[src/scss_pkg.sv]
// shared constants and types for the system clock source selector
package scss_pkg;

  // ------------------------------------------------------------------
  // clock and bus
  // ------------------------------------------------------------------
  localparam int unsigned CLK_PERIOD_NS = 40;
  localparam int unsigned ADDR_W        = 8;
  localparam int unsigned DATA_W        = 32;

  localparam logic [ADDR_W-1:0] MODE_OFS   = 8'h00;
  localparam logic [ADDR_W-1:0] STATUS_OFS = 8'h04;
  localparam logic [ADDR_W-1:0] CONFIG_OFS = 8'h08;

  localparam logic [1:0] RESP_OKAY   = 2'h0;
  localparam logic [1:0] RESP_SLVERR = 2'h2;

  // ------------------------------------------------------------------
  // mode register layout
  // ------------------------------------------------------------------
  localparam int unsigned MODE_HL_BIT  = 0;
  localparam int unsigned MODE_CKS_LSB = 1;
  localparam logic        MODE_HL_RST  = 1'h1;
  localparam logic [2:0]  MODE_CKS_RST = 3'h0;

  // status and config layouts
  localparam int unsigned STAT_BUSY_BIT = 0;
  localparam int unsigned STAT_SEL_LSB  = 1;
  localparam int unsigned STAT_CLK_BIT  = 4;
  localparam int unsigned CFG_HI_LSB    = 0;
  localparam int unsigned CFG_LO_BIT    = 2;
  localparam int unsigned CFG_FREQ_LSB  = 3;
  localparam int unsigned CFG_FIX_BIT   = 8;

  // ------------------------------------------------------------------
  // source choices
  // ------------------------------------------------------------------
  typedef enum logic [1:0] {
    HI_EXT_XTAL = 2'h0,
    HI_EXT_RC   = 2'h1,
    HI_INT_RC   = 2'h2
  } scss_hi_t;

  typedef enum logic {
    LO_INT_RC   = 1'h0,
    LO_EXT_XTAL = 1'h1
  } scss_lo_t;

  typedef enum logic [1:0] {
    FREQ_4MHZ  = 2'h0,
    FREQ_8MHZ  = 2'h1,
    FREQ_12MHZ = 2'h2
  } scss_freq_t;

  typedef struct packed {
    logic [1:0] hi;
    logic       lo;
    logic [1:0] freq;
  } scss_cfg_t;

  // 0 = slow, 1 = fast undivided, 2..7 = fast divided by 2..64
  localparam int unsigned SEL_W     = 3;
  localparam logic [2:0]  SEL_SLOW  = 3'h0;
  localparam logic [2:0]  SEL_FAST  = 3'h1;
  localparam logic [2:0]  CKS_SLOW_MAX = 3'h1;
  localparam logic [3:0]  CKS_BASE  = 4'h9;
  localparam int unsigned DIV_W     = 6;

  typedef enum logic [1:0] {
    ST_RUN  = 2'h0,
    ST_PARK = 2'h1,
    ST_JOIN = 2'h3
  } scss_state_t;

endpackage

[src/scss_top.sv]
// system clock source selector with axi4-lite mode register
//
// Added by the designer: the AXI4-Lite slave port and the register addresses.
`timescale 1ns/1ps
`default_nettype none
// Function
// - the system clock comes from the fast or slow source as mode bits pick at run time.
// - the same mode bits fix the system clock frequency by dividing the fast source.
// - configuration always names exactly one fast and one slow oscillator.
// - only the four legal source pairings are used; others are coerced to legal ones.
// - the internal fast rc runs at 4, 8 or 12 mhz as configured.
// - the slow source is the internal 32khz rc or the external 32.768khz crystal.
// - the slow source also clocks the watchdog and the time base.
module scss_top
  import scss_pkg::*;
(
  input  wire logic              aclk,
  input  wire logic              aresetn,
  input  wire logic [ADDR_W-1:0] awaddr,
  input  wire logic              awvalid,
  output var  logic              awready,
  input  wire logic [DATA_W-1:0] wdata,
  input  wire logic [3:0]        wstrb,
  input  wire logic              wvalid,
  output var  logic              wready,
  output var  logic [1:0]        bresp,
  output var  logic              bvalid,
  input  wire logic              bready,
  input  wire logic [ADDR_W-1:0] araddr,
  input  wire logic              arvalid,
  output var  logic              arready,
  output var  logic [DATA_W-1:0] rdata,
  output var  logic [1:0]        rresp,
  output var  logic              rvalid,
  input  wire logic              rready,
  input  wire scss_cfg_t         cfg_in,
  input  wire logic              ext_fast_crystal_src,
  input  wire logic              ext_rc_fast_src,
  input  wire logic              int_fast_rc_src,
  input  wire logic              ext_slow_crystal_src,
  input  wire logic              int_slow_rc_src,
  output var  logic              sys_clk,
  output var  logic              wdt_clk,
  output var  logic              tb_clk,
  output var  logic [1:0]        int_fast_rc_src_trim,
  output var  logic              osc_pin_a_en,
  output var  logic              osc_pin_b_en
);

  // ------------------------------------------------------------------
  // helpers
  // ------------------------------------------------------------------
  function automatic logic [SEL_W-1:0] sel_decode(input logic hl, input logic [2:0] cks);
    logic [3:0] d;
    d = CKS_BASE - {1'b0, cks};
    if (hl) begin
      sel_decode = SEL_FAST;
    end else if (cks <= CKS_SLOW_MAX) begin
      sel_decode = SEL_SLOW;
    end else begin
      sel_decode = d[SEL_W-1:0];
    end
  endfunction

  function automatic logic sel_level(input logic [SEL_W-1:0] s, input logic slow,
                                     input logic [DIV_W:0] t);
    if (s == SEL_SLOW) begin
      sel_level = slow;
    end else begin
      sel_level = t[s - SEL_FAST];
    end
  endfunction

  // ------------------------------------------------------------------
  // configuration capture
  // ------------------------------------------------------------------
  scss_cfg_t cfg;
  logic      cfg_locked;
  logic      cfg_fixed;

  // taken once after reset release; straps do not change at run time
  always_ff @(posedge aclk) begin
    if (!aresetn) begin
      cfg        <= '{hi: HI_INT_RC, lo: LO_INT_RC, freq: FREQ_8MHZ};
      cfg_locked <= 1'h0;
      cfg_fixed  <= 1'h0;
    end else if (!cfg_locked) begin
      cfg_locked <= 1'h1;
      cfg.lo     <= cfg_in.lo;
      cfg.hi     <= (cfg_in.hi == 2'h3) ? HI_INT_RC : cfg_in.hi;
      cfg.freq   <= (cfg_in.freq == 2'h3) ? FREQ_8MHZ : cfg_in.freq;
      cfg_fixed  <= (cfg_in.hi == 2'h3) || (cfg_in.freq == 2'h3);
      // an external slow crystal needs both pins, so any external fast source wins
      if (cfg_in.lo == LO_EXT_XTAL && cfg_in.hi != HI_INT_RC) begin
        cfg.lo    <= LO_INT_RC;
        cfg_fixed <= 1'h1;
      end
    end
  end

  // ------------------------------------------------------------------
  // source muxing
  // ------------------------------------------------------------------
  logic           fast_src;
  logic           slow_q;
  logic [DIV_W:0] taps;

  always_comb begin
    case (cfg.hi)
      HI_EXT_XTAL: fast_src = ext_fast_crystal_src;
      HI_EXT_RC:   fast_src = ext_rc_fast_src;
      default:     fast_src = int_fast_rc_src;
    endcase
  end

  always_ff @(posedge aclk) begin
    if (!aresetn) begin
      slow_q       <= 1'h0;
      wdt_clk      <= 1'h0;
      tb_clk       <= 1'h0;
      int_fast_rc_src_trim    <= FREQ_8MHZ;
      osc_pin_a_en <= 1'h0;
      osc_pin_b_en <= 1'h0;
    end else begin
      slow_q       <= (cfg.lo == LO_EXT_XTAL) ? ext_slow_crystal_src : int_slow_rc_src;
      wdt_clk      <= slow_q;
      tb_clk       <= slow_q;
      int_fast_rc_src_trim    <= cfg.freq;
      osc_pin_a_en <= (cfg.hi != HI_INT_RC) || (cfg.lo == LO_EXT_XTAL);
      osc_pin_b_en <= (cfg.hi == HI_EXT_XTAL) || (cfg.lo == LO_EXT_XTAL);
    end
  end

  scss_div u_div (
    .aclk    (aclk),
    .aresetn (aresetn),
    .src     (fast_src),
    .taps    (taps)
  );

  // ------------------------------------------------------------------
  // mode register and glitch-free switch
  // ------------------------------------------------------------------
  logic             mode_hl;
  logic [2:0]       mode_cks;
  logic [SEL_W-1:0] target_sel;
  logic [SEL_W-1:0] cur_sel;
  logic [SEL_W-1:0] next_cur_sel;
  scss_state_t      state;
  scss_state_t      next_state;

  assign target_sel = sel_decode(mode_hl, mode_cks);

  always_comb begin
    next_state   = state;
    next_cur_sel = cur_sel;
    case (state)
      ST_RUN: begin
        // only leave once the output sits low, so no high phase is cut short
        if (target_sel != cur_sel && !sys_clk) begin
          next_state = ST_PARK;
        end
      end
      ST_PARK: begin
        if (!sel_level(target_sel, slow_q, taps)) begin
          next_state   = ST_JOIN;
          next_cur_sel = target_sel;
        end
      end
      ST_JOIN: next_state = ST_RUN;
      default: next_state = ST_RUN;
    endcase
  end

  always_ff @(posedge aclk) begin
    if (!aresetn) begin
      state   <= ST_RUN;
      cur_sel <= SEL_FAST;
      sys_clk <= 1'h0;
    end else begin
      state   <= next_state;
      cur_sel <= next_cur_sel;
      // parked output held low until the new source is itself low
      sys_clk <= (next_state == ST_PARK) ? 1'h0
                 : sel_level(next_cur_sel, slow_q, taps);
    end
  end

  // ------------------------------------------------------------------
  // axi4-lite slave
  // ------------------------------------------------------------------
  logic [ADDR_W-1:0] wr_addr;
  logic [DATA_W-1:0] wr_data;
  logic [3:0]        wr_strb;
  logic              do_write;
  logic [DATA_W-1:0] rd_word;

  assign do_write = !awready && !wready && !bvalid;

  always_ff @(posedge aclk) begin
    if (!aresetn) begin
      awready <= 1'h1;
      wready  <= 1'h1;
      wr_addr <= '0;
      wr_data <= '0;
      wr_strb <= '0;
    end else begin
      if (awvalid && awready) begin
        awready <= 1'h0;
        wr_addr <= awaddr;
      end else if (bvalid && bready) begin
        awready <= 1'h1;
      end
      if (wvalid && wready) begin
        wready  <= 1'h0;
        wr_data <= wdata;
        wr_strb <= wstrb;
      end else if (bvalid && bready) begin
        wready <= 1'h1;
      end
    end
  end

  always_ff @(posedge aclk) begin
    if (!aresetn) begin
      bvalid   <= 1'h0;
      bresp    <= RESP_OKAY;
      mode_hl  <= MODE_HL_RST;
      mode_cks <= MODE_CKS_RST;
    end else if (do_write) begin
      bvalid <= 1'h1;
      bresp  <= (wr_addr == MODE_OFS) ? RESP_OKAY : RESP_SLVERR;
      if (wr_addr == MODE_OFS && wr_strb[0]) begin
        mode_hl  <= wr_data[MODE_HL_BIT];
        mode_cks <= wr_data[MODE_CKS_LSB +: 3];
      end
    end else if (bvalid && bready) begin
      bvalid <= 1'h0;
    end
  end

  always_comb begin
    rd_word = '0;
    case (araddr)
      MODE_OFS: begin
        rd_word[MODE_HL_BIT]         = mode_hl;
        rd_word[MODE_CKS_LSB +: 3]   = mode_cks;
      end
      STATUS_OFS: begin
        rd_word[STAT_BUSY_BIT]       = (state != ST_RUN) || (cur_sel != target_sel);
        rd_word[STAT_SEL_LSB +: 3]   = cur_sel;
        rd_word[STAT_CLK_BIT]        = sys_clk;
      end
      CONFIG_OFS: begin
        rd_word[CFG_HI_LSB +: 2]     = cfg.hi;
        rd_word[CFG_LO_BIT]          = cfg.lo;
        rd_word[CFG_FREQ_LSB +: 2]   = cfg.freq;
        rd_word[CFG_FIX_BIT]         = cfg_fixed;
      end
      default: rd_word = '0;
    endcase
  end

  always_ff @(posedge aclk) begin
    if (!aresetn) begin
      arready <= 1'h1;
      rvalid  <= 1'h0;
      rdata   <= '0;
      rresp   <= RESP_OKAY;
    end else if (arvalid && arready) begin
      arready <= 1'h0;
      rvalid  <= 1'h1;
      rdata   <= rd_word;
      rresp   <= (araddr == MODE_OFS || araddr == STATUS_OFS || araddr == CONFIG_OFS)
                 ? RESP_OKAY : RESP_SLVERR;
    end else if (rvalid && rready) begin
      rvalid  <= 1'h0;
      arready <= 1'h1;
    end
  end

  // ------------------------------------------------------------------
  // assertions
  // ------------------------------------------------------------------
  logic prev_level;
  always_ff @(posedge aclk) begin
    if (!aresetn) begin
      prev_level <= 1'h0;
    end else begin
      prev_level <= sel_level(cur_sel, slow_q, taps);
    end
  end

  // two running edges in a row: the leave-to-park edge forces the output low on purpose
  run_follow_a: assert property (@(posedge aclk) disable iff (!aresetn)
    state == ST_RUN ##1 state == ST_RUN |-> sys_clk == prev_level)
    else $error("system clock does not follow the chosen source");

  switch_commit_a: assert property (@(posedge aclk) disable iff (!aresetn)
    state == ST_PARK && !sel_level(target_sel, slow_q, taps)
    |=> cur_sel == $past(target_sel) && state == ST_JOIN)
    else $error("parked switch did not commit to the new selection");

  cfg_valid_a: assert property (@(posedge aclk) disable iff (!aresetn)
    cfg_locked |-> cfg.hi != 2'h3 && cfg.freq != 2'h3)
    else $error("configuration left without a legal oscillator");

  pair_legal_a: assert property (@(posedge aclk) disable iff (!aresetn)
    cfg_locked && cfg.lo == LO_EXT_XTAL |-> cfg.hi == HI_INT_RC)
    else $error("illegal fast and slow source pairing");

  trim_match_a: assert property (@(posedge aclk) disable iff (!aresetn)
    cfg_locked ##1 1'b1 |-> int_fast_rc_src_trim == $past(cfg.freq))
    else $error("internal rc trim does not match configuration");

  slow_pick_a: assert property (@(posedge aclk) disable iff (!aresetn)
    cfg_locked ##1 cfg.lo == LO_EXT_XTAL |=> slow_q == $past(ext_slow_crystal_src))
    else $error("slow source not taken from the external crystal");

  aux_clocks_a: assert property (@(posedge aclk) disable iff (!aresetn)
    ##1 1'b1 |-> wdt_clk == $past(slow_q) && tb_clk == wdt_clk)
    else $error("watchdog or time base clock not fed by the slow source");

  park_low_a: assert property (@(posedge aclk) disable iff (!aresetn)
    $rose(state == ST_PARK) |-> !sys_clk && !$past(sys_clk))
    else $error("system clock high while switching sources");

  bresp_hold_a: assert property (@(posedge aclk) disable iff (!aresetn)
    bvalid && !bready |=> bvalid && $stable(bresp))
    else $error("write response dropped before it was taken");

  fast_to_slow_c: cover property (@(posedge aclk) disable iff (!aresetn)
    cur_sel == SEL_FAST ##[1:300] cur_sel == SEL_SLOW);
  slow_to_div_c: cover property (@(posedge aclk) disable iff (!aresetn)
    cur_sel == SEL_SLOW ##[1:300] cur_sel > SEL_FAST);
  park_cycle_c: cover property (@(posedge aclk) disable iff (!aresetn)
    state == ST_RUN ##1 state == ST_PARK ##[1:200] state == ST_JOIN);

endmodule
`default_nettype wire

[src/scss_div.sv]
// ripple of fast-clock taps, divided by powers of two
`timescale 1ns/1ps
`default_nettype none
module scss_div
  import scss_pkg::*;
(
  input  wire logic             aclk,
  input  wire logic             aresetn,
  input  wire logic             src,
  output var  logic [DIV_W:0]   taps
);

  logic             src_q;
  logic [DIV_W-1:0] cnt;

  // ------------------------------------------------------------------
  // count rising edges of the sampled source
  // ------------------------------------------------------------------
  always_ff @(posedge aclk) begin
    if (!aresetn) begin
      src_q <= 1'h0;
      cnt   <= '0;
    end else begin
      src_q <= src;
      if (src && !src_q) begin
        cnt <= cnt + 1'b1;
      end
    end
  end

  assign taps = {cnt, src};

endmodule
`default_nettype wire

[config.mk]
export PLATFORM = sky130hd
export DESIGN_NAME = scss_top
export DESIGN_NICKNAME = d
export VERILOG_FILES = /design/src/scss_pkg.sv /design/src/scss_top.sv /design/src/scss_div.sv
export SDC_FILE = /design/constraint.sdc
export NUM_CORES = 1
export LEC_CHECK = 0
export BUFFER_PORTS_ARGS = -buffer_cell sky130_fd_sc_hd__buf_4
export CORE_MARGIN = 4
export CORE_UTILIZATION = 43
export DETAILED_ROUTE_END_ITERATION = 7
export GPL_TIMING_DRIVEN = 1
export HOLD_SLACK_MARGIN = 0.15
export PLACE_DENSITY = 0.86
export SYNTH_ARGS = -nofsm -noshare
export SYNTH_HDL_FRONTEND = slang
export SYNTH_HIERARCHICAL = 1
export SYNTH_SLANG_ARGS = --single-unit
[constraint.sdc]
create_clock -name aclk -period 3.8 [get_ports aclk]
set_clock_uncertainty 0.2 [all_clocks]
set_input_delay 0.38 -clock aclk [delete_from_list [all_inputs] [get_ports aclk]]
set_output_delay 0.38 -clock aclk [all_outputs]
set_load 0.03 [all_outputs]
==> flow_metrics.tcl <==
set metrics [dict create \
    hold_class "in2reg" \
    reg2regPathDepth 16 \
    ys_types 41 \
    die_h_um 88.07 \
    overflow 0 \
    die-area_um2 7755 \
    synth_edf_count 0 \
    power_frac_seq_pct 53.9 \
    ys_seq_elements 56 \
    io_buffers 57 \
    pwr-share-comb_pct 17.3 \
    routedWlPerCell_um 14.19 \
    cts_tree "done" \
    regArea_um2 1124 \
    end_kind "register" \
    first_pass_iters 4 \
    vias_per_cell 5.126 \
    clockRootBuffer "clkbuf_8" \
    clock-sinks 56 \
    area_growth_pct 30.78 \
    timing.final.crit_share_pct 98.09 \
    synth_area_leaders "dfxtp_1, buf_4, mux2i_1, nand2_1, a21oi_1" \
    yosysMostFrequentCell "dfxtp_1" \
    period_minus_slack_ns 3.728 \
    grt_max_degree 36 \
    relSlewSlack_pct 32.03 \
    diodes 0 \
    ant_nets 0 \
    setup-violations-final 0 \
    drt_iter0_drc 104 \
    final_layout_size_suffix_gt1_share_pct 25.12 \
    grt_pass1_vias 2370 \
    synth_ff_type "dfxtp_1" \
    clkTransAtPathRegs_ns 0.10 \
    start_kind "register" \
    die_x_um 88.07 \
    drc 0 \
    p_per_area_nw_per_um2 326.6 \
    final-hold-violation-count 0 \
    synth_top_area_cell "dfxtp_1" \
    gp_congestion 0.7914 \
    synth_commonest_cells "dfxtp_1, nand2_1, nor2_1" \
    row_count 28 \
    postSynthCellCount 323 \
    clkPwrFrac_pct 28.7 \
    min_path_cells 3 \
    switchingPower_uw 333.3 \
    path_max_fanout 4 \
    fill_cells 502 \
    leakagePower_uw 0.001628 \
    multi_input_area_um2 1519 \
    cts_buffers 5 \
    drt_wl_total_mm 6.882 \
    swShare_pct 28.31 \
    vias 2486 \
    status "completed" \
    critPathRequiredTime_ns 3.83 \
    synth.cell_area_um2 2756 \
    worst_pin_slew_ns 1.013 \
    grtUsageTotal_pct 16.75 \
    insertion_delay_ns 0.31 \
    grt_antenna_before_repair 0 \
    drv_slew 0 \
    max_freq_ghz 0.2683 \
    critPathKind "reg2reg" \
    hpwl_mm 4.519 \
    synth_top_area_share_pct 40.67 \
    synth_warnings 6 \
    core_um2 6061 \
    fin_util_pct 59.48 \
    setup_tns_ns 0 \
    cell_internal_pwr_uw 843.9 \
    drv_cap 0 \
    hold_ws_ns 0.1768 \
    grt_pass1_wl_mm 10.32 \
    arrival_ns 3.76 \
    synth_area_per_cell_um2 8.534 \
    start_util_pct 45.48 \
    cts_buffer_depth 2 \
    nets 483 \
    num_io_pins 117 \
    irDropWorstVdd_mv 0.1644 \
    h-tree-depth 2 \
    async_flop_share_pct 0 \
    ys_seq_area_share_pct 40.67 \
]
-- placed cells by master (no fill, tap or decap), types with 3 or more instances in the layout --
| master | instances |
|---|---|
| ha_4 | 3 |
| nor3_1 | 4 |
| conb_1 | 28 |
| nand4_1 | 4 |
| nand2b_1 | 5 |
| nand2_1 | 47 |
| a21oi_1 | 27 |
| nor3b_1 | 3 |
| o21ai_0 | 12 |
| dlygate4sd3_1 | 19 |
| dfxtp_1 | 54 |
| a22oi_1 | 5 |
| inv_1 | 4 |
| inv_2 | 3 |
| clkbuf_8 | 6 |
| mux2i_1 | 21 |
| xnor2_1 | 5 |
| buf_4 | 73 |
| and2_1 | 5 |
| nand3_1 | 4 |
| nor2_1 | 31 |
| nor4_1 | 3 |
| nor2b_1 | 6 |
-- metrics by stage --
step                cell area, um2  cells  power (uW)  worst slack [ns]
finish                        3605    485        1177           0.07247
global route                  3605    485        1228          -0.06033
CTS                           3510    480        1177           0.02948
detailed placement            3222    453       829.3          -0.04781
global placement              3222    453       823.1           0.06493
floorplan                     2900    350       785.0           0.02271
-- state kept, by name, summed over array words and instances (netlist names), 2 cells and up --
name	flops
cfg	5
cur_sel	3
int_fast_rc_src_trim	2
mode_cks	3
rdata	6
state	2
u_div/cnt	6
wr_addr	8
wr_data	4
-- final timing paths --
kind                from  slack (ns)         end
min reg2reg   wr_addr[5]        0.27  wr_addr[5]
max          mode_cks[1]        0.07     sys_clk
max reg2reg  mode_cks[1]        0.07     sys_clk
min            cfg_in[2]        0.18      cfg[2]
-- worst max-delay path: stages, from the launching register on --
cell	delay, ns
dfxtp_2	0.36
inv_2	0.05
ha_4	0.25
nor2b_1	0.41
xnor2_4	0.18
mux4_2	0.55
o21ai_4	0.24
mux2i_4	0.30
ha_4	0.25
nand2b_4	0.08
a21oi_1	0.06
o21ai_1	0.13
o31ai_1	0.08
mux2i_1	0.18
o21a_1	0.15
nand4_1	0.09
o211ai_1	0.10
-- logic make-up (layout without fill, tap and decap cells) --
group | Yosys count | in the layout | synth area share (%)
AOI/OAI and AO/OA | 58 | 58 | 12.98
other | 1 | 28 | 0.1360
DFF | 56 | 56 | 40.67
and+or+nand+nor | 121 | 121 | 20.29
muxes | 25 | 25 | 9.623
xor gates and xnor gates | 8 | 8 | 2.542
adders and majority gates | 5 | 5 | 2.270
buffers and inverters | 49 | 109 | 11.48
-- routing by layer --
metal  part of all wire [%]  vias up  wire, um  track usage [%]
met5                      0        -         0                0
met4                    2.0        0       140            6.868
li1                       -     1208         -                -
met3                    6.3       16       433            3.104
met1                     38     1166      2599            19.03
met2                     54       96      3708            30.68
-- area by class of cell --
cell class              instances  area share (%)
clock buffers                   6           2.291
well taps                      75           2.603
multi-input cells             245           42.14
flip-flops and latches         56           31.17
clock inverters                 2          0.3818
inverters                       9          0.9372
repair buffers                 92           20.48
-- power groups by stage --
| stage | Combinational (uW) | Clock, uW | Sequential [uW] |
|---|---|---|---|
| floorplan | 128 | 0 | 657 |
| global placement | 178 | 0 | 645 |
| detailed placement | 182 | 0 | 647 |
| CTS | 198 | 345 | 633 |
| global route | 222 | 368 | 638 |
| finish | 204 | 338 | 635 |
-- repair_timing --
action                     4_1_cts  5_1_grt
buffers inserted                 1        4
pin swaps                        1        9
hold buffers                    18        1
resized for setup                1       13
hold endpoints to repair        17        1
setup endpoints to repair        1        1
No activity file was read; power rests on OpenSTA's default activity.
